===== src/tcr_pkg.sv =====
// Notes on behaviour
// - Overflow flag set on rollover, not in baud mode
// - External flag set on accepted trigger edge
// - Receive clock select routes our overflow
// - Transmit clock select routes our overflow
// - Trigger edges ignored unless enabled, running and not baud
// - Count only while run bit set
// - Counter select picks pin edges or core clock
// - Baud mode forces auto-reload, ignores capture select
// - Mode decoded from control bits
// - Auto-reload: rollover sets flag, loads reload value
// - Auto-reload: trigger edge also reloads, sets flag
// - Capture mode: free run, overflow sets flag
// - Capture mode: trigger edge copies count, sets flag
// - Baud mode: no overflow interrupt, trigger edges ignored so no external flag
// - Count and reload as byte register pairs
// - Control resets zero, bits individually writable
package tcr_pkg;
   localparam logic [7:0] TCR_ADDR_CTRL = 8'hC8;
   localparam logic [7:0] TCR_ADDR_RLD_LO = 8'hCA;
   localparam logic [7:0] TCR_ADDR_RLD_HI = 8'hCB;
   localparam logic [7:0] TCR_ADDR_CNT_LO = 8'hCC;
   localparam logic [7:0] TCR_ADDR_CNT_HI = 8'hCD;
   localparam logic [7:0] TCR_CTRL_RESET = 8'h00;
   localparam logic [15:0] TCR_WORD_RESET = 16'h0000;
   localparam int TCR_BIT_OVF = 7;
   localparam int TCR_BIT_EXF = 6;
   localparam int TCR_BIT_RXCLK = 5;
   localparam int TCR_BIT_TXCLK = 4;
   localparam int TCR_BIT_EXEN = 3;
   localparam int TCR_BIT_RUN = 2;
   localparam int TCR_BIT_CNT = 1;
   localparam int TCR_BIT_CAP = 0;
   typedef enum logic [3:0] {
      TCR_MODE_OFF = 4'h1,
      TCR_MODE_RELOAD = 4'h2,
      TCR_MODE_CAPTURE = 4'h4,
      TCR_MODE_BAUD = 4'h8
   } tcr_mode_t;
endpackage


===== src/tcr_edge_sync.sv =====
`timescale 1ns/1ps
module tcr_edge_sync
   import tcr_pkg::*;
(
   input wire logic i_clk_sys,
   input wire logic i_nrst,
   input wire logic i_pin,
   output logic o_fall
);
   logic meta_reg;
   logic sync_reg;
   logic last_reg;

   always_ff @(posedge i_clk_sys or negedge i_nrst) begin
      if (!i_nrst) begin
         meta_reg <= 1'b1;
         sync_reg <= 1'b1;
         last_reg <= 1'b1;
      end else begin
         meta_reg <= i_pin;
         sync_reg <= meta_reg;
         last_reg <= sync_reg;
      end
   end

   assign o_fall = last_reg & ~sync_reg;
endmodule


===== src/tcr_mode_decode.sv =====
`timescale 1ns/1ps
module tcr_mode_decode
   import tcr_pkg::*;
(
   input wire logic [7:0] i_ctrl,
   output tcr_mode_t o_mode
);
   always_comb begin
      if (!i_ctrl[TCR_BIT_RUN]) begin
         o_mode = TCR_MODE_OFF;
      end else if (i_ctrl[TCR_BIT_RXCLK] | i_ctrl[TCR_BIT_TXCLK]) begin
         o_mode = TCR_MODE_BAUD;
      end else if (i_ctrl[TCR_BIT_CAP]) begin
         o_mode = TCR_MODE_CAPTURE;
      end else begin
         o_mode = TCR_MODE_RELOAD;
      end
   end
endmodule


===== src/tcr_timer_two.sv =====
`timescale 1ns/1ps
module tcr_timer_two
   import tcr_pkg::*;
(
   input wire logic i_clk_sys,
   input wire logic i_nrst,
   input wire logic [7:0] i_sfr_addr,
   input wire logic i_sfr_wr,
   input wire logic [7:0] i_sfr_wdata,
   input wire logic i_bit_wr,
   input wire logic [2:0] i_bit_sel,
   input wire logic i_bit_val,
   output logic [7:0] o_sfr_rdata,
   output logic o_sfr_hit,
   input wire logic i_trigger_pin,
   input wire logic i_count_input_pin,
   input wire logic i_timer1_ovf,
   output logic o_rx_baud_tick,
   output logic o_tx_baud_tick,
   output logic o_ovf_pulse,
   output logic o_irq
);
   // ****************************************************************
   // Registers and decode
   // ****************************************************************
   logic [7:0] ctrl_reg;
   logic [15:0] count_reg;
   logic [15:0] reload_reg;
   logic [7:0] ctrl_wval;
   logic ctrl_wr;
   logic trig_fall;
   logic cnt_fall;
   logic tick;
   logic rollover;
   logic trig_ok;
   logic ovf_reg;
   tcr_mode_t mode;

   tcr_edge_sync u_trig_sync (
      .i_clk_sys(i_clk_sys),
      .i_nrst(i_nrst),
      .i_pin(i_trigger_pin),
      .o_fall(trig_fall)
   );

   tcr_edge_sync u_cnt_sync (
      .i_clk_sys(i_clk_sys),
      .i_nrst(i_nrst),
      .i_pin(i_count_input_pin),
      .o_fall(cnt_fall)
   );

   tcr_mode_decode u_mode (
      .i_ctrl(ctrl_reg),
      .o_mode(mode)
   );

   // Bit access changes one control bit; byte access replaces all.
   always_comb begin
      ctrl_wval = ctrl_reg;
      ctrl_wr = 1'b0;
      if (i_sfr_addr == TCR_ADDR_CTRL) begin
         if (i_sfr_wr) begin
            ctrl_wval = i_sfr_wdata;
            ctrl_wr = 1'b1;
         end else if (i_bit_wr) begin
            ctrl_wval[i_bit_sel] = i_bit_val;
            ctrl_wr = 1'b1;
         end
      end
   end

   // ****************************************************************
   // Counting
   // ****************************************************************
   assign tick = (mode != TCR_MODE_OFF) &
                 (ctrl_reg[TCR_BIT_CNT] ? cnt_fall : 1'b1);
   assign rollover = tick & (count_reg == 16'hFFFF);
   assign trig_ok = trig_fall & ctrl_reg[TCR_BIT_EXEN] &
                    (mode != TCR_MODE_BAUD) & (mode != TCR_MODE_OFF);

   always_ff @(posedge i_clk_sys or negedge i_nrst) begin
      if (!i_nrst) begin
         count_reg <= TCR_WORD_RESET;
      end else if (i_sfr_wr && i_sfr_addr == TCR_ADDR_CNT_LO) begin
         count_reg[7:0] <= i_sfr_wdata;
      end else if (i_sfr_wr && i_sfr_addr == TCR_ADDR_CNT_HI) begin
         count_reg[15:8] <= i_sfr_wdata;
      end else if (rollover && mode != TCR_MODE_CAPTURE) begin
         count_reg <= reload_reg;
      end else if (trig_ok && mode == TCR_MODE_RELOAD) begin
         count_reg <= reload_reg;
      end else if (tick) begin
         count_reg <= count_reg + 16'h0001;
      end
   end

   always_ff @(posedge i_clk_sys or negedge i_nrst) begin
      if (!i_nrst) begin
         reload_reg <= TCR_WORD_RESET;
      end else if (trig_ok && mode == TCR_MODE_CAPTURE) begin
         reload_reg <= count_reg;
      end else if (i_sfr_wr && i_sfr_addr == TCR_ADDR_RLD_LO) begin
         reload_reg[7:0] <= i_sfr_wdata;
      end else if (i_sfr_wr && i_sfr_addr == TCR_ADDR_RLD_HI) begin
         reload_reg[15:8] <= i_sfr_wdata;
      end
   end

   // ****************************************************************
   // Control register and flags
   // ****************************************************************
   // Hardware setting a flag wins over a software clear in the same cycle.
   always_ff @(posedge i_clk_sys or negedge i_nrst) begin
      if (!i_nrst) begin
         ctrl_reg <= TCR_CTRL_RESET;
      end else begin
         if (ctrl_wr) begin
            ctrl_reg <= ctrl_wval;
         end
         if (rollover && mode != TCR_MODE_BAUD) begin
            ctrl_reg[TCR_BIT_OVF] <= 1'b1;
         end
         if (trig_ok) begin
            ctrl_reg[TCR_BIT_EXF] <= 1'b1;
         end
      end
   end

   always_ff @(posedge i_clk_sys or negedge i_nrst) begin
      if (!i_nrst) begin
         ovf_reg <= 1'b0;
      end else begin
         ovf_reg <= rollover;
      end
   end

   // ****************************************************************
   // Read path and outputs
   // ****************************************************************
   always_comb begin
      o_sfr_hit = 1'b1;
      case (i_sfr_addr)
         TCR_ADDR_CTRL: o_sfr_rdata = ctrl_reg;
         TCR_ADDR_RLD_LO: o_sfr_rdata = reload_reg[7:0];
         TCR_ADDR_RLD_HI: o_sfr_rdata = reload_reg[15:8];
         TCR_ADDR_CNT_LO: o_sfr_rdata = count_reg[7:0];
         TCR_ADDR_CNT_HI: o_sfr_rdata = count_reg[15:8];
         default: begin
            o_sfr_rdata = 8'h00;
            o_sfr_hit = 1'b0;
         end
      endcase
   end

   assign o_ovf_pulse = ovf_reg;
   assign o_rx_baud_tick = ctrl_reg[TCR_BIT_RXCLK] ? ovf_reg : i_timer1_ovf;
   assign o_tx_baud_tick = ctrl_reg[TCR_BIT_TXCLK] ? ovf_reg : i_timer1_ovf;
   assign o_irq = ctrl_reg[TCR_BIT_OVF] | ctrl_reg[TCR_BIT_EXF];
endmodule


===== config.mk =====
export PLATFORM = sky130hd
export DESIGN_NAME = tcr_timer_two
export DESIGN_NICKNAME = d
export VERILOG_FILES = /design/src/tcr_pkg.sv /design/src/tcr_edge_sync.sv /design/src/tcr_mode_decode.sv /design/src/tcr_timer_two.sv
export SDC_FILE = /design/constraint.sdc
export NUM_CORES = 1
export LEC_CHECK = 0
export ABC_AREA = 1
export CELL_PAD_IN_SITES_DETAIL_PLACEMENT = 1
export CELL_PAD_IN_SITES_GLOBAL_PLACEMENT = 1
export CORE_MARGIN = 2
export CORE_UTILIZATION = 45
export CTS_CLUSTER_SIZE = 30
export DETAILED_ROUTE_END_ITERATION = 16
export DONT_BUFFER_PORTS = 1
export HOLD_SLACK_MARGIN = 0.02
export PLACE_DENSITY = 0.78
export SLEW_MARGIN = 30
export SYNTH_ARGS = -nofsm -noshare
export SYNTH_HDL_FRONTEND = slang
export SYNTH_SLANG_ARGS = --single-unit

===== constraint.sdc =====
create_clock -name i_clk_sys -period 2.5 [get_ports i_clk_sys]
set_clock_uncertainty 0.2 [all_clocks]
set_input_delay 0.5 -clock i_clk_sys [delete_from_list [all_inputs] [get_ports i_clk_sys]]
set_output_delay 0.5 -clock i_clk_sys [all_outputs]
set_load 0.01 [all_outputs]

==> results of run 1 <==
## worst register-to-register path: stages (launching register included)
cell,delay [ns]
dfrtp_1,0.41
ha_1,0.19
nand2_1,0.12
nor2_4,0.18
nand2_1,0.12
nor2_2,0.13
nand3_2,0.17
nand2_2,0.29
nand2_1,0.10
o21ai_0,0.09
inv_1,0.06
a21oi_1,0.11
## worst paths after layout
path | from | end | slack, ns
max | i_sfr_addr[0] | o_sfr_rdata[2] | 0.12
min | i_sfr_wdata[1] | count_reg[1] | 0.11
max reg2reg | count_reg[1] | count_reg[3] | 0.27
min reg2reg | u_cnt_sync.meta_reg | u_cnt_sync.sync_reg | 0.16
max in group asynchronous | i_nrst | u_trig_sync.meta_reg | 1.33
min in group asynchronous | i_nrst | reload_reg[14] | 0.49
## routing by layer
layer  global-route usage, %  part of all wire, %  wire (um)
met1                   43.34                   44       5110
met2                   52.15                   47       5430
met3                   5.597                  6.5        750
met4                   8.127                  1.9        219
met5                       0                    0          0
## kinds of logic after synthesis
group / count (synthesis)
simple gates: 265
compound gates: 93
buf+inv: 70
flops: 47
xor+xnor: 6
mux: 1
fa+ha+maj: 1
## final cells by class
| class | instances | area share, % |
|---|---|---|
| inverters | 63 | 6.716 |
| flip-flops and latches | 47 | 33.62 |
| clock inverters | 3 | 0.7107 |
| repair buffers | 12 | 3.696 |
| well taps | 96 | 3.412 |
| clock buffers | 5 | 1.955 |
| multi-input cells | 366 | 49.89 |
## through the flow
stage                     hold WS, ns  instances  worst slack (ns)
after global routing           0.1175        592          0.007062
final                          0.1123        592            0.1199
after floorplan              0.004409        483            0.3131
after CTS                      0.1157        591           0.04501
after detailed placement     0.005764        579           0.05547
after global placement       0.005718        579           0.09837
## report_power, final
part           internal (mW)  leakage [nW]  switching [mW]
Sequential             0.914         0.510           0.176
Clock                  0.205        0.0452           0.312
Combinational          0.283          1.15           0.528
Total                   1.40          1.70            1.02
## what timing repair did
item                                   4_1_cts  5_1_grt
endpoints found under the hold margin       49        0
gates resized for setup                      0        2
buffers inserted                             0        1
hold buffers                                 4        0
setup endpoints to repair                    0       10
## layout by cell type (no fill, tap or decap), types with 2 or more instances in the layout
master	synthesis	routed
nand2_1	149	147
inv_1	59	59
o21ai_0	50	50
nor2_1	43	43
dfrtp_1	41	41
nand3_1	36	36
a21oi_1	16	16
nor3_1	9	9
o22ai_1	9	9
nand2_2	6	8
nand4_1	8	8
o211ai_1	7	7
buf_4	0	7
nor2_2	6	6
xor2_1	6	6
dfstp_2	6	6
a211oi_1	5	5
clkbuf_8	0	5
inv_2	4	4
or2_2	3	3
dlygate4sd3_1	0	3
nor2_4	2	2
o21ai_2	2	2
o21ai_1	2	2
inv_6	0	2
==> impl_metrics.ini, run 1 <==
[synth]
synth_top_family_by_area = simple AND/OR/NAND/NOR gates
yosys_warnings = 0
synthAdderAreaFrac_pct = 0.3893
yosys-top-cells-area = dfrtp_1 (32%), nand2_1 (17%), o21ai_0 (7.8%)
netlist-cell-type-count = 31
synthesis.area_sq_um = 3214
synth_edf_count = 0
syn_avg_cell_area_sq_um = 6.655
synth.mux.area_fraction_pct = 0.3503
synth_xor_area_share_pct = 1.635
yosys.area_share.simple_pct = 36.01
synth.top_cells.by_count = nand2_1 (149), inv_1 (59), o21ai_0 (50), nor2_1 (43), dfrtp_1 (41)
synthArstFlopShare_pct = 100.0
ys_seq_elements = 47
synthFlopType = dfrtp_1
synth_cells = 483
synth_top_area_share_pct = 31.92
ys_seq_area_share_pct = 36.82
yosysTopAreaCell = dfrtp_1
synth_compound_area_share_pct = 16.12
yosysMostFrequentCell = nand2_1
synth_nets = 511

[timing]
rsz0062_at_grt = false
period_share_pct = 95.20
slew_headroom_pct = 60.37
hold_viol_final = 0
drv_slew = 0
fmax_ghz = 0.4202
setup_violations = 0
min_period_ns = 2.380
tightest_slew_ns = 0.5923
fin_setup_tns_ns = 0

[die]
die_w_um = 88.52
rows = 30
num_io_pins = 40
die-area_sq_um = 7835
core_sq_um = 6869
die_y_um = 88.52
initial_core_util_pct = 46.79

[layout]
nets = 523
finish.utilization_pct = 51.26
area_delta_synth_final_pct = 9.537
design_area_sq_um = 3521
multi_input_area_sq_um = 1757
drive_gt1_share_pct = 10.48
n_antenna_cell = 0
final-seq-area_sq_um = 1184
nFillCells = 942

[cts]
htree_levels = 2
clockBufferDepth = 2
tritoncts = yes
cts.sinks = 47
clk_pin_slew_ns = 0.10
cts_made_buffers = 5
clk_latency_ns = 0.32
cts_root_buf = clkbuf_8

[critical_path]
worstPathRequired_ns = 1.80
r2r_cells = 11
end_kind = primary output
path_max_fanout = 9
path_buf_inv = 1
max_stage_delay_ns = 0.32
crit_path_start_kind = input port
cp_top_family = simple AND/OR/NAND/NOR gates
crit_arrival_ns = 1.68
critPathSlowestCell = nand2_1
cp.depth = 6
crit_type = in -> out
worstPathCellList = inv_1 > nor3_1 > nand2_1 > o22ai_1 > nor2_1 > o21ai_0

[placed_design]
place_area_sq_um = 3344
dp_hpwl_um = 8983
port-buffer-count = 0
gp_congestion = 0.9233

[grt]
grtUsageTotal_pct = 31.69
grt_pass1_vias = 3474
grt_pass1_wl_um = 18600
grt_start_max_net_pins = 48
gr-total-overflow = 0
antenna_found_initial = 0

[power_and_ir_drop]
power_density_nw_per_um2 = 686.5
power_mw = 2.417
leakage_nw = 1.703
ir_drop_v = 0.0004460

[routing]
first_pass_iters = 5
wire_per_inst_um = 19.44
routed_via_density = 5.715
drt_wl_total_um = 11510
drc = 0
first_iter_violations = 282
vias = 3383
postRouteAntennaNets = 0

[hold_path]
hold_class = in -> reg
hold_depth = 2

[run]
cap_violations = 0

[status]
status = finished, final reports clean
Power figures use the tool's default switching activity.
==> run 2: changes to the inputs <==
CORE_ASPECT_RATIO = 2   (was not set)
==> run 2 against run 1 <==
  * Cell count decreased by 0.68%
  * Critical path depth increased by 2
  * Final area up 1.9%
  * Core utilization grew 0.45 points
  * Sequential share of layout area shrank 0.63 points
  * Hold slack improved by 0.023 ns
  * Maximum frequency fell by 0.24%
  * Register-to-register slack worse by 0.06 ns
  * Non-clock buffer count up 2
  * Global-route usage increased by 0.23 points
  * Sequential power is essentially flat
  * Highest routed layer unchanged
==> impl_metrics.ini, run 2 (synthesis gave the netlist of run 1 again) <==
[cts]
cts_made_buffers = 5
clk_pin_slew_ns = 0.06
cts_root_buf = clkbuf_16
clk_latency_ns = 0.30
tritoncts = yes
post_cts_buffers = 0
cts.sinks = 47
clockBufferDepth = 2
htree_levels = 2

[layout]
nets = 525
design_area_sq_um = 3588
layout_common_cells = nand2_1 (148), inv_1 (59), o21ai_0 (50)
finish.utilization_pct = 51.70
nFillCells = 947
layout_commonest_cell = nand2_1
area_delta_synth_final_pct = 11.64
drive_gt1_share_pct = 10.64
n_antenna_cell = 0

[die]
die-area_sq_um = 7876
rows = 43
num_io_pins = 40
die_w_um = 63.76
initial_core_util_pct = 46.31
core_sq_um = 6940
die_y_um = 123.5

[critical_path]
path_max_fanout = 8
end_kind = primary output
crit_arrival_ns = 1.69
crit_path_start_kind = input port
crit_type = in -> out
worstPathRequired_ns = 1.80

[timing]
min_period_ns = 2.386
period_share_pct = 95.43
tightest_slew_ns = 0.5529
slew_headroom_pct = 63.00
fmax_ghz = 0.4191
fin_setup_tns_ns = 0
hold_viol_final = 0
drv_slew = 0
setup_violations = 0
rsz0062_at_grt = false

[grt]
gr-total-overflow = 0
antenna_found_initial = 0
met2_usage_pct = 61.84
grt_start_max_net_pins = 48
grt_pass1_vias = 3776
use_met3_pct = 4.004
top_usage_layer = met2
grtUsageTotal_pct = 31.92
grt_use_met1_pct = 30.06
grt_pass1_wl_um = 18620

[placed_design]
place_area_sq_um = 3359
port-buffer-count = 0
dp_hpwl_um = 9282
gp_congestion = 0.8951

[power_and_ir_drop]
leakage_nw = 1.747
power_density_nw_per_um2 = 751.7
ir_drop_v = 0.0004046
power_mw = 2.697

[routing]
routed_via_density = 5.743
first_iter_violations = 152
drc = 0
vias = 3377
postRouteAntennaNets = 0
first_pass_iters = 4
wire_per_inst_um = 19.72
drt_wl_total_um = 11590

[run]
cap_violations = 0

[status]
status = finished, final reports clean

[hold_path]
hold_class = in -> reg
-- run 2: cell count changes in the layout (fill, tap and decap cells not counted) --
cell,before,now
bufinv_16,0,1
buf_12,1,0
clkinv_4,0,1
inv_6,2,0
buf_4,7,10
nand2_1,147,148
clkbuf_16,0,5
clkinvlp_4,1,0
nand2_2,8,7
clkbuf_8,5,0
clkinv_2,0,1
-- run 2: metrics by stage --
stage	worst slack (ns)	hold WS, ns	std cells
floorplan	0.3131	0.004409	483
global placement	0.2383	0.005607	576
detailed placement	0.1599	0.005627	576
CTS	0.1111	0.1354	588
global route	0.01794	0.1527	588
finish	0.1142	0.1356	588
-- run 2: repair_timing --
item | in CTS | in global routing
endpoints found under the hold margin | 49 | 0
hold buffers | 4 | 0
endpoints found under the setup margin | 0 | 1
gates resized for setup | 0 | 1
-- run 2: worst max-delay path: stages --
cell and delay [ns]:
nand2_1 0.06, nor3_4 0.27, nand2_2 0.22, inv_1 0.15
nand2_1 0.07, o21ai_0 0.11, a211oi_1 0.08, o21ai_0 0.20
-- run 2: final cells by class --
cell class / instances / area [sq um] / share of cell area (%)
Timing Repair Buffer: 14 / 132.6 / 3.696
Tap cell: 90 / 112.6 / 3.138
Inverter: 63 / 236.5 / 6.590
Sequential cell: 47 / 1184 / 32.98
Clock inverter: 3 / 43.79 / 1.220
Multi-Input combinational cell: 366 / 1754 / 48.88
Clock buffer: 5 / 125.1 / 3.487
-- run 2: per-layer routing --
metal | vias up | part of all wire [%]
met2 | 95 | 56
met4 | 0 | 6.4
met5 | - | 0
li1 | 1594 | -
met1 | 1637 | 35
met3 | 51 | 2.9
-- run 2: final timing paths --
| path | slack, ns | from | to | cells past startpoint |
|---|---|---|---|---|
| setup / recovery | 0.11 | i_sfr_addr[6] | o_sfr_rdata[5] | 8 |
| max in group asynchronous | 1.28 | i_nrst | u_trig_sync.last_reg | 2 |
| setup reg to reg | 0.21 | count_reg[0] | count_reg[7] | 12 |
| hold reg to reg | 0.16 | u_trig_sync.meta_reg | u_trig_sync.sync_reg | 0 |
| min in group asynchronous | 0.51 | i_nrst | count_reg[4] | 2 |
| hold / removal | 0.14 | i_sfr_wdata[1] | count_reg[1] | 2 |
-- run 2: power breakdown --
part	internal (mW)	switching, mW	total [mW]
clock	0.472	0.315	0.787
sequential	0.915	0.189	1.10
combinational	0.284	0.523	0.807
